[src/verilog/flash_pwr_cfg.svh]
// Timing counts and command codes for the flash power and reset controller
`ifndef FLASH_PWR_CFG_SVH
`define FLASH_PWR_CFG_SVH
`define CLK_PERIOD_PS        32'h0000_1F40
`define RECOVERY_TIME_PS     32'h0004_93E0
`define RECOVERY_CYCLES      ((`RECOVERY_TIME_PS + `CLK_PERIOD_PS - 1) / `CLK_PERIOD_PS)
`define READ_ARRAY_CMD       16'h00FF
`define STROBE_CYCLES        8'h04
`define RESET_HOLD_CYCLES    8'h10
`endif

[src/verilog/flash_pwr_pkg.sv]
// Types shared by the flash power and reset controller
package flash_pwr_pkg;
    typedef enum logic [2:0] {
        ST_RESET,
        ST_RECOVER,
        ST_READY,
        ST_READ,
        ST_WRITE,
        ST_GAP
    } phase_t;

    typedef struct packed {
        logic        req;
        logic        write;
        logic [17:0] addr;
        logic [15:0] data;
    } host_req_t;

    typedef struct packed {
        logic        ce_n;
        logic        oe_n;
        logic        we_n;
        logic        powerdown_reset_n;
        logic [17:0] addr;
        logic [15:0] dq_out;
        logic        dq_oe;
    } flash_pins_t;
endpackage

[src/verilog/flash_power_reset_control.sv]
// Host-side controller driving flash chip-select, strobes and reset pin
`timescale 1ns/1ps
`include "flash_pwr_cfg.svh"
// Operation
// RULE1 - Chip-select low with reset pin high puts device active.
// RULE2 - Device idles in low power after reads, keeping read data driven.
// RULE3 - Chip-select high in read state floats device data outputs.
// RULE4 - Program or erase continues when chip-select is released.
// RULE5 - Reset pin low puts device into deep power-down.
// RULE6 - Reset pin low during reads floats device outputs.
// RULE7 - Host waits the recovery time after reset release before reading.
// RULE8 - Reset pin low aborts program or erase, corrupting contents.
// RULE9 - Reset pin low or power loss clears the status register.
// RULE10 - Command interface powers up in read mode.
// RULE11 - After power-up host drops chip-select or presents new address.
// RULE12 - Writes need write-enable and chip-select both low.
// RULE13 - Device alters memory only after a two-step command.
// RULE14 - Device ignores control inputs while reset pin is low.
// RULE15 - Latched commands survive supply, chip-select and internal activity.
// RULE16 - Command interface returns to read array after deep power-down.
// RULE17 - Host issues read-array before reading after program or erase.
// RULE18 - Reset pin follows the system reset, like the CPU.
// RULE19 - Read-array command is the value FF hex.
// RULE20 - Device outputs stay floating during recovery.
module flash_power_reset_control
#(
    parameter int unsigned RECOVERY_CYCLES = `RECOVERY_CYCLES
)
(
    input  wire logic                      clk,
    input  wire logic                      resetn,
    input  wire logic                      sys_reset_n,
    input  wire logic                      powerdown_req,
    input  wire logic                      array_restore,
    input  wire flash_pwr_pkg::host_req_t  req,
    output logic                           req_ready,
    output logic                           rsp_valid,
    output logic [15:0]                    rsp_data,
    output logic                           array_mode,
    output flash_pwr_pkg::flash_pins_t     pins,
    input  wire logic [15:0]               dq_in
);
    import flash_pwr_pkg::*;

    // ------------------------------------------------------------
    // State
    // ------------------------------------------------------------
    typedef struct packed {
        phase_t      phase;
        logic [15:0] wait_cnt;
        logic        array_mode;
        logic        req_ready;
        logic        rsp_valid;
        logic [15:0] rsp_data;
        flash_pins_t pins;
        logic        sys_sync1;
        logic        sys_sync2;
        logic        pd_sync1;
        logic        pd_sync2;
        logic [15:0] dq_sync1;
        logic [15:0] dq_sync2;
    } state_t;

    state_t cur;
    state_t next_cur;

    logic   hold_reset;
    assign  hold_reset = !cur.sys_sync2 || cur.pd_sync2;

    // ------------------------------------------------------------
    // Next state
    // ------------------------------------------------------------
    always_comb
    begin
        next_cur = cur;
        next_cur.sys_sync1 = sys_reset_n;
        next_cur.sys_sync2 = cur.sys_sync1;
        next_cur.pd_sync1  = powerdown_req;
        next_cur.pd_sync2  = cur.pd_sync1;
        // The data bus is a pin, so it crosses two stages like the others
        next_cur.dq_sync1  = dq_in;
        next_cur.dq_sync2  = cur.dq_sync1;
        next_cur.rsp_valid = 1'b0;
        next_cur.req_ready = 1'b0;
        // Software-side mark that read array needs restoring after program or erase; clears array_mode
        if (array_restore)
        begin
            next_cur.array_mode = 1'b0;
        end
        if (hold_reset)
        begin
            // Either reset source parks the pin low and drops any access
            // Aborting any program or erase is accepted by design here
            next_cur.phase = ST_RESET;                           // RULE18
            next_cur.pins.powerdown_reset_n = 1'b0;              // RULE5
            next_cur.pins.ce_n  = 1'b1;
            next_cur.pins.oe_n  = 1'b1;
            next_cur.pins.we_n  = 1'b1;
            next_cur.pins.dq_oe = 1'b0;
            next_cur.wait_cnt   = 16'h0000;
            next_cur.array_mode = 1'b1;                          // RULE16
        end
        else
        begin
            case (cur.phase)
                ST_RESET:
                begin
                    next_cur.pins.powerdown_reset_n = 1'b1;
                    next_cur.wait_cnt = 16'h0000;
                    next_cur.phase    = ST_RECOVER;
                end
                ST_RECOVER:
                begin
                    // Outputs of the device are not valid yet; no read issued
                    next_cur.wait_cnt = cur.wait_cnt + 16'h0001;
                    if (cur.wait_cnt >= 16'(RECOVERY_CYCLES - 1))      // RULE7
                    begin
                        next_cur.phase     = ST_READY;
                        next_cur.req_ready = 1'b1;
                    end
                end
                ST_READY:
                begin
                    next_cur.req_ready = 1'b1;
                    if (req.req && cur.req_ready)
                    begin
                        next_cur.req_ready = 1'b0;
                        next_cur.wait_cnt  = 16'h0000;
                        next_cur.pins.addr = req.addr;           // RULE11
                        next_cur.pins.ce_n = 1'b0;               // RULE1
                        if (req.write)
                        begin
                            // Command write: write-enable and chip-select low together
                            next_cur.pins.we_n   = 1'b0;         // RULE12
                            next_cur.pins.dq_out = req.data;
                            next_cur.pins.dq_oe  = 1'b1;
                            next_cur.phase       = ST_WRITE;
                            if (req.data == `READ_ARRAY_CMD)     // RULE19
                            begin
                                next_cur.array_mode = 1'b1;      // RULE17
                            end
                        end
                        else
                        begin
                            next_cur.pins.oe_n = 1'b0;
                            next_cur.phase     = ST_READ;
                        end
                    end
                end
                ST_READ:
                begin
                    // Strobe length must cover both data synchroniser stages
                    next_cur.wait_cnt = cur.wait_cnt + 16'h0001;
                    if (cur.wait_cnt == 16'(`STROBE_CYCLES) - 16'h0001)
                    begin
                        // Synchronised copy, still since the strobe began
                        next_cur.rsp_data  = cur.dq_sync2;
                        next_cur.rsp_valid = 1'b1;
                        next_cur.pins.oe_n = 1'b1;
                        next_cur.pins.ce_n = 1'b1;               // RULE3
                        next_cur.wait_cnt  = 16'h0000;
                        next_cur.phase     = ST_GAP;
                    end
                end
                ST_WRITE:
                begin
                    next_cur.wait_cnt = cur.wait_cnt + 16'h0001;
                    if (cur.wait_cnt == 16'(`STROBE_CYCLES) - 16'h0001)
                    begin
                        // Raising write-enable first keeps data held past edge
                        next_cur.pins.we_n = 1'b1;
                        next_cur.wait_cnt  = 16'h0000;
                        next_cur.phase     = ST_GAP;
                        next_cur.rsp_valid = 1'b1;
                    end
                end
                ST_GAP:
                begin
                    // Idle cycle between accesses; after a write, chip-select only goes high at its end
                    next_cur.pins.ce_n  = 1'b1;                  // RULE4
                    next_cur.pins.dq_oe = 1'b0;
                    next_cur.req_ready  = 1'b1;
                    next_cur.phase      = ST_READY;
                end
                default:
                begin
                    next_cur.phase = ST_RESET;
                end
            endcase
        end
    end

    // ------------------------------------------------------------
    // Registers
    // ------------------------------------------------------------
    always_ff @(posedge clk or negedge resetn)
    begin
        if (!resetn)
        begin
            cur <= '{phase: ST_RESET, wait_cnt: 16'h0000,
                     array_mode: 1'b1, req_ready: 1'b0,
                     rsp_valid: 1'b0, rsp_data: 16'h0000,
                     pins: '{ce_n: 1'b1, oe_n: 1'b1, we_n: 1'b1,
                             powerdown_reset_n: 1'b0,
                             addr: 18'h0_0000, dq_out: 16'h0000,
                             dq_oe: 1'b0},
                     sys_sync1: 1'b0, sys_sync2: 1'b0,
                     pd_sync1: 1'b0, pd_sync2: 1'b0,
                     dq_sync1: 16'h0000, dq_sync2: 16'h0000};
        end
        else
        begin
            cur <= next_cur;
        end
    end

    assign req_ready  = cur.req_ready;
    assign rsp_valid  = cur.rsp_valid;
    assign rsp_data   = cur.rsp_data;
    assign array_mode = cur.array_mode;
    assign pins       = cur.pins;
endmodule

[config.mk]
export PLATFORM = sky130hd
export DESIGN_NAME = flash_power_reset_control
export DESIGN_NICKNAME = d
export VERILOG_FILES = /design/src/verilog/flash_pwr_pkg.sv /design/src/verilog/flash_power_reset_control.sv
export VERILOG_INCLUDE_DIRS = /design/src /design/src/verilog
export SDC_FILE = /design/constraint.sdc
export NUM_CORES = 1
export LEC_CHECK = 0
export BUFFER_PORTS_ARGS = -buffer_cell sky130_fd_sc_hd__buf_2
export CORE_MARGIN = 2
export CORE_UTILIZATION = 40
export CTS_CLUSTER_DIAMETER = 150
export DETAILED_ROUTE_END_ITERATION = 8
export PLACE_DENSITY = 0.7
export REMOVE_ABC_BUFFERS = 1
export SYNTH_ARGS = -nofsm -noshare
export SYNTH_HDL_FRONTEND = slang
export SYNTH_SLANG_ARGS = --single-unit
[constraint.sdc]
create_clock -name clk -period 2.1 [get_ports clk]
set_clock_uncertainty 0.2 [all_clocks]
set_input_delay 0.42 -clock clk [delete_from_list [all_inputs] [get_ports clk]]
set_output_delay 0.42 -clock clk [all_outputs]
set_load 0.01 [all_outputs]
==> summary.md, run 1 <==
| Metric | Value |
|---|---|
| Result of the run | `finished clean` |
| GRT Overall Usage | `16.28%` |
| Seq/Total Area, Yosys | `57.55%` |
| H-Tree Depth | `4` |
| Leakage power summed over all cells | `0.003287 µW` |
| EDFF count, synth | `0` |
| Clock Path Buffers | `2` |
| Num Clock Sinks | `113` |
| Worst stage delay on the critical path | `0.45 ns` |
| Number of nets with antenna violations after detailed routing | `0` |
| Cell at the root of the clock tree | `sky130_fd_sc_hd__clkbuf_16` |
| Finished Layout Cells | `664` |
| CP endpoint kind | `flip-flop` |
| Share of the core filled with cells in the final layout | `53.18%` |
| Worst hold path class | `in2reg` |
| Combined area of all synthesized cells | `4922 µm²` |
| Critical path fanouts, max | `8` |
| Height of the die | `114.9 µm` |
| Final net count | `565` |
| Part of the cycle the worst path needs | `97.15%` |
| Critical Path RT | `2.20 ns` |
| Type of the worst setup path | `reg2reg` |
| Largest net degree at the start of global routing | `44` |
| Setup WS pre-CTS | `-0.1596 ns` |
| Worst hold slack | `0.03535 ns` |
| Worst max-slew margin expressed relative to the limit | `60.63%` |
| Fmax achieved | `0.4902 GHz` |
| Initial detailed-routing violation count | `162` |
| Final setup violation count | `0` |
| ANT cells | `0` |
| Pwr/cell area | `816.1 nW/µm²` |
| CTS tree | `built` |
| Clock-pin slew on the worst setup and hold paths | `0.05 ns` |
| Post-synth cell types | `54` |
| Count of input and output buffers | `114` |
| Drt first pass iters | `4` |
| Measured slew at the worst slew-check pin | `0.5906 ns` |
| Predominant post-synthesis flop cell | `sky130_fd_sc_hd__dfrtp_1` |
| Layout-stage area growth over the synthesis result | `29.77%` |
| Warnings, synthesis | `0` |
| Cell Rows | `40` |
| Die width | `114.9 µm` |
| Chain of cells forming the critical path | `nor4_4, nand2_2, nor2_4, nand4_4, clkbuf_16, mux2_4` |
| Residual DRC | `0` |
| Starting density of the core | `40.98%` |
| Arrival time at the worst endpoint | `2.14 ns` |
| Via total after detailed routing | `3,289` |
| Largest voltage drop on the vdd net | `0.0005655 V` |
| Top-Level Pins | `115` |
| Number of placed instances, taps included | `606` |
| RD Place Congestion | `0.8367` |
| Final HPWL from detailed placement | `6.938 mm` |
| Count of mapped cells out of synthesis | `386` |
| Setup crit start kind | `flip-flop` |
| Total Die Area | `13,210 µm²` |
| Wire length per cell | `15.70 µm` |
| Vias per cell | `4.953` |
| Post-detailed-routing wire length | `10.42 mm` |
| Via count of the first global-routing pass | `3,378` |
| Total chip power | `5213 µW` |
| Share of final-layout standard cells stronger than drive strength 1 | `49.32%` |
| Number of buffers created by CTS | `17` |
| Worst-skew pair later-pin latency | `0.42 ns` |
| Final setup margin | `0.05981 ns` |
| Number of antenna violations at the first check in global routing | `0` |
| Final Slew Violations | `0` |
| Placeable core region | `12,010 µm²` |
| Critical-path top delay cell | `sky130_fd_sc_hd__nor4_4` |
| Number of hold-slack violations in the final timing report | `0` |
| Max-cap violations | `0` |
| Synth Area per Inst | `12.75 µm²` |
| Final critical delay including setup and external delays | `2.040 ns` |
| Async S/R FF share, synth | `100.0%` |
| First-pass GRT wire length | `16.34 mm` |
| Overflow after GRT | `0` |
| Post-synthesis register bit count | `113` |
-- timing repair --
item	4_1_cts	5_1_grt
setup endpoints to repair	17	14
buffers inserted	2	4
pin swaps	1	7
gates cloned	1	1
hold buffers	19	0
endpoints found under the hold margin	52	0
gates resized for setup	6	11
-- worst max-delay path, delay by kind of cell, from the launching register on --
kind | cells | cell delay (ns)
DFF | 1 | 0.40
buffers and inverters | 1 | 0.20
muxes | 1 | 0.29
and+or+nand+nor | 4 | 0.83
-- stage by stage --
stage           TNS (ns)  cell area, µm²
2_1_floorplan     -7.268            4423
5_1_grt        -0.008515            6387
3_3_place_gp     -0.1877            5448
3_5_place_dp      -1.446            5448
6_report               0            6387
4_1_cts                0            6269
-- sequential cells by signal (all words and copies together), names as in the netlist --
signal and cells:
rsp_valid 1, rsp_data 16, req_ready 1, array_mode 1
cur 55, pins 39
-- layer usage --
metal  global-route usage, %  up-vias  wire length [µm]
met5                       0        -                 0
met4                   6.426        0               121
met3                   6.115       12               558
met2                   27.14      100              5334
met1                   19.10     1636              4407
li1                        -     1541                 -
-- layout make-up --
class                   instances  area, µm²
well taps                     147      183.9
clock inverters                10      110.1
clock buffers                  21      470.5
repair buffers                169       1105
inverters                       4      15.01
flip-flops and latches        113       2834
fillers                      1047       5624
multi-input cells             200       1669
-- path summary, 6_finish.rpt --
kind / startpoint / endpoint / slack [ns] / depth (start not counted)
hold reg to reg: cur[29]$_DFF_PN0_ / cur[13]$_DFF_PN0_ / 0.14 / 0
setup / recovery: cur[100]$_DFFE_PN0P_ / rsp_data[7]$_DFFE_PN0P_ / 0.06 / 6
max in group asynchronous: resetn / pins[12]$_DFFE_PN0P_ / 0.69 / 3
hold / removal: req[28] / pins[29]$_DFFE_PN0P_ / 0.04 / 2
min in group asynchronous: resetn / rsp_data[10]$_DFFE_PN0P_ / 0.37 / 2
setup reg to reg: cur[100]$_DFFE_PN0P_ / rsp_data[7]$_DFFE_PN0P_ / 0.06 / 6
-- cell families (layout without fill, tap and decap cells) --
family	Yosys count	count (layout)	synth area share (%)
AO/OA/AOI/OAI	51	52	6.457
AND/OR/NAND/NOR	90	90	11.67
multiplexers	51	51	12.40
XOR/XNOR	4	4	0.7117
flip-flops	113	113	57.55
buffers and inverters	74	204	10.45
adder cells (fa/ha/maj)	3	3	0.7627
-- placed cells by master (no fill, tap or decap), drive strengths merged, types with 6 or more instances in the layout --
cell / synthesis / final
nor2: 16 / 16
dlygate4sd3: 0 / 19
and2: 6 / 6
nand4: 9 / 9
nand3: 8 / 8
clkbuf: 6 / 22
nor3: 10 / 10
clkinv: 0 / 7
a21oi: 12 / 12
buf: 64 / 149
dfrtp: 109 / 109
o21ai: 20 / 21
nand2: 15 / 15
mux2: 50 / 50
-- cells in the mapped netlist (all sizes together), types with 2 or more instances --
master  count  area share [%]
and3        3            0.38
inv         4            0.30
mux2       50              12
nor3b       2            0.30
nand2      15             1.3
nor3       10             1.0
o21ai      20             2.1
nor2       16             1.5
nor4        3            0.99
nand4       9             1.7
nand2b      4            0.51
a21o        2            0.30
a211oi      2            0.30
and4        2            0.36
buf        64             9.7
xor2        4            0.71
clkbuf      6            0.48
dfrtp     109              55
nor2b       4            0.51
a211o       3            0.53
ha          3            0.76
o31a        2            0.36
o21bai      2            0.30
nor4b       2            0.36
and2        6            0.76
a21oi      12             1.2
nand3       8            0.81
dfstp       4             2.1
nand4b      2            0.36
-- report_power, final --
part / internal, µW / total (µW) / switching, µW
clock: 1820 / 2780 / 961
combinational: 96.7 / 198 / 101
sequential: 2220 / 2230 / 13.2
No activity file was read; power rests on OpenSTA's default activity.
==> run 2, diff against run 1 <==
--- a/config.mk
+++ b/config.mk
@@ -7,11 +7,14 @@
 export NUM_CORES = 1
 export LEC_CHECK = 0
 export BUFFER_PORTS_ARGS = -buffer_cell sky130_fd_sc_hd__buf_2
+export CELL_PAD_IN_SITES_DETAIL_PLACEMENT = 0
+export CELL_PAD_IN_SITES_GLOBAL_PLACEMENT = 1
 export CORE_MARGIN = 2
-export CORE_UTILIZATION = 40
+export CORE_UTILIZATION = 38
 export CTS_CLUSTER_DIAMETER = 150
 export DETAILED_ROUTE_END_ITERATION = 8
-export PLACE_DENSITY = 0.7
+export MAX_ROUTING_LAYER = met4
+export PLACE_DENSITY = 0.8
 export REMOVE_ABC_BUFFERS = 1
 export SYNTH_ARGS = -nofsm -noshare
 export SYNTH_HDL_FRONTEND = slang
==> run 2 against run 1 <==
Compared with the run above:
- non-clock buffer count up 1
- core utilization shrank 1.5 points
- die area rose by 5.1%
- sequential share of layout area is 0.87 points lower
- critical path type unchanged
- critical endpoint is now cur[103]$_DFFE_PN0P_
- largest cell class unchanged
- highest routed layer unchanged
==> summary.md, run 2 (synthesis gave the netlist of run 1 again) <==
| Metric | Value |
|---|---|
| Largest net degree at the start of global routing | `114 (was 44)` |
| Met1 Track Usage GR | `19.06% (was 19.10%)` |
| Critical path fanouts, max | `5 (was 8)` |
| Residual DRC | `0 (unchanged)` |
| Via total after detailed routing | `3,326 (was 3,289)` |
| H-Tree Depth | `4 (unchanged)` |
| Num Clock Sinks | `113 (unchanged)` |
| Part of the cycle the worst path needs | `98.65% (was 97.15%)` |
| Met2 Usage GRT | `25.55% (was 27.14%)` |
| ANT cells | `0 (unchanged)` |
| Largest voltage drop on the vdd net | `0.0007375 V (was 0.0005655 V)` |
| Type of the worst setup path | `reg2reg (unchanged)` |
| Final net count | `566 (was 565)` |
| Number of flip-flops in the largest register | `55 (unchanged)` |
| Final critical delay including setup and external delays | `2.072 ns (was 2.040 ns)` |
| Worst hold path class | `in2reg (unchanged)` |
| Result of the run | `finished clean (unchanged)` |
| Worst stage delay on the critical path | `0.60 ns (was 0.45 ns)` |
| Final HPWL from detailed placement | `6.541 mm (was 6.938 mm)` |
| Max-cap violations | `0 (unchanged)` |
| Chain of cells forming the critical path | `or4bb_4, o21ai_4, o21ai_4, buf_6, or3_1, o21ai_1 (was nor4_4, nand2_2, nor2_4, nand4_4, clkbuf_16, mux2_4)` |
| Final Slew Violations | `0 (unchanged)` |
| Number of buffers created by CTS | `17 (unchanged)` |
| Clock Path Buffers | `2 (unchanged)` |
| Final setup violation count | `0 (unchanged)` |
| Number of nets with antenna violations after detailed routing | `0 (unchanged)` |
| Cell Rows | `41 (was 40)` |
| Worst-skew pair later-pin latency | `0.41 ns (was 0.42 ns)` |
| Global routing's busiest layer | `met2 (unchanged)` |
| Wire length per cell | `14.81 µm (was 15.70 µm)` |
| Number of antenna violations at the first check in global routing | `0 (unchanged)` |
| Post-Route Setup TNS | `0 ns (unchanged)` |
| Via count of the first global-routing pass | `3,482 (was 3,378)` |
| Met3 demand-to-capacity share in global routing | `5.766% (was 6.115%)` |
| Fmax achieved | `0.4827 GHz (was 0.4902 GHz)` |
| Layout-stage area growth over the synthesis result | `32.41% (was 29.77%)` |
| Setup crit start kind | `flip-flop (unchanged)` |
| Overflow after GRT | `0 (unchanged)` |
| Post-detailed-routing wire length | `10.24 mm (was 10.42 mm)` |
| Height of the die | `117.8 µm (was 114.9 µm)` |
| Measured slew at the worst slew-check pin | `0.5913 ns (was 0.5906 ns)` |
| Cell seen most often among critical-path stages | `sky130_fd_sc_hd__o21ai_4` |
| Initial detailed-routing violation count | `168 (was 162)` |
| Number of hold-slack violations in the final timing report | `0 (unchanged)` |
| Placeable core region | `12,620 µm² (was 12,010 µm²)` |
| Setup repair after global routing missed its margin | `true` |
| Reg with most FFs | `cur (unchanged)` |
| Vias per cell | `4.813 (was 4.953)` |
| Total chip power | `5523 µW (was 5213 µW)` |
| RD Place Congestion | `0.8107 (was 0.8367)` |
| Clock-pin slew on the worst setup and hold paths | `0.05 ns (about the same)` |
| GRT Overall Usage | `16.08% (was 16.28%)` |
| Cell at the root of the clock tree | `sky130_fd_sc_hd__clkbuf_16 (unchanged)` |
| Worst max-slew margin expressed relative to the limit | `60.58% (was 60.63%)` |
| Pwr/cell area | `847.4 nW/µm² (was 816.1 nW/µm²)` |
| Starting density of the core | `39.00% (was 40.98%)` |
| Most common cell after layout, fill and taps aside | `sky130_fd_sc_hd__buf_2 (unchanged)` |
| Critical Path RT | `2.23 ns (was 2.20 ns)` |
| First-pass GRT wire length | `17.08 mm (was 16.34 mm)` |
| Share of final-layout standard cells stronger than drive strength 1 | `51.64% (was 49.32%)` |
| Critical-path top delay cell | `sky130_fd_sc_hd__or4bb_4 (was sky130_fd_sc_hd__nor4_4)` |
| Die width | `117.8 µm (was 114.9 µm)` |
| Layout fillers | `1,100 (was 1,047)` |
| Commonest non-fill, non-tap cells in the layout | `113 x sky130_fd_sc_hd__buf_2, 107 x sky130_fd_sc_hd__dfrtp_1, 40 x sky130_fd_sc_hd__mux2_2 (was 113 x sky130_fd_sc_hd__buf_2, 108 x sky130_fd_sc_hd__dfrtp_1, 40 x sky130_fd_sc_hd__mux2_2)` |
| Arrival time at the worst endpoint | `2.21 ns (was 2.14 ns)` |
| Critical path buffers and inverters | `1 (unchanged)` |
| Drt first pass iters | `4 (unchanged)` |
| Count of input and output buffers | `114 (unchanged)` |
| Top-Level Pins | `115 (unchanged)` |
| CTS tree | `built (unchanged)` |
| CP top delay family | `simple AND/OR/NAND/NOR gates (unchanged)` |
| Total Die Area | `13,880 µm² (was 13,210 µm²)` |
| Leakage power summed over all cells | `0.003318 µW (was 0.003287 µW)` |
| CP endpoint kind | `flip-flop (unchanged)` |
==> run 2: changes by cell type in the layout (fill, tap and decap cells not counted), moves of 3 or more <==
cell	change
sky130_fd_sc_hd__o21ai_0	-5
sky130_fd_sc_hd__o21ai_1	+4
sky130_fd_sc_hd__buf_6	+3
sky130_fd_sc_hd__bufinv_16	+3
sky130_fd_sc_hd__clkbuf_8	-3
==> run 2: per-stage QoR <==
step	setup WS, ns	instances	util, %	instance area, µm²	hold WS (ns)
finish	0.02832	691	51.65	6518	0.04090
global route	-0.02753	691	51.65	6518	0.02758
global placement	-0.02207	628	43.14	5444	0.1319
detailed placement	-0.08699	628	43.14	5444	0.1347
floorplan	-0.2495	316	-	4423	-0.07559
CTS	0.004539	681	50.13	6326	0.02209
==> run 2: worst register-to-register path: stages (launching register included) <==
cell and delay [ns]:
sky130_fd_sc_hd__dfrtp_1 0.39, sky130_fd_sc_hd__or4bb_4 0.60, sky130_fd_sc_hd__o21ai_4 0.12, sky130_fd_sc_hd__o21ai_4 0.13
sky130_fd_sc_hd__buf_6 0.15, sky130_fd_sc_hd__or3_1 0.34, sky130_fd_sc_hd__o21ai_1 0.08
==> run 2: per-layer routing <==
metal	share of wire (%)	routed length (µm)
met1	42	4316
met2	50	5134
met3	5.9	602
met4	1.8	182
met5	0	0
==> run 2: path summary, 6_finish.rpt <==
kind	startpoint	endpoint	slack [ns]	depth (start not counted)
worst max register to register	cur[112]$_DFFE_PN0P_	cur[103]$_DFFE_PN0P_	0.03	6
min in group asynchronous	resetn	pins[31]$_DFFE_PN0P_	0.42	3
worst min register to register	cur[20]$_DFF_PN0_	cur[4]$_DFF_PN0_	0.14	0
worst min-delay path	req[29]	pins[30]$_DFFE_PN0P_	0.04	2
max in group asynchronous	resetn	cur[105]$_DFFE_PN0P_	0.79	3
worst max-delay path	cur[112]$_DFFE_PN0P_	cur[103]$_DFFE_PN0P_	0.03	6
==> run 2: power breakdown <==
| group | leakage (µW) | switching (µW) | internal (µW) |
|---|---|---|---|
| sequential | 0.00148 | 12.5 | 2220 |
| clock | 0.000310 | 995 | 2100 |
| combinational | 0.00153 | 102 | 92.9 |
| total | 0.00332 | 1110 | 4410 |
==> run 2: area by class of cell <==
type,instances,area (µm²),area share [%]
inverters,4,15.01,0.2304
well taps,172,215.2,3.302
multi-input cells,200,1718,26.36
clock buffers,18,429.2,6.585
repair buffers,170,1094,16.78
flip-flops and latches,113,2835,43.50
clock inverters,14,211.5,3.244
==> run 2: timing repair <==
item                       4_1_cts  5_1_grt
hold endpoints to repair       127        0
hold buffers                    19        0
buffers inserted                 1       10
gates cloned                     1        0
pin swaps                        5       15
setup endpoints to repair       21       28
resized for setup                9       29
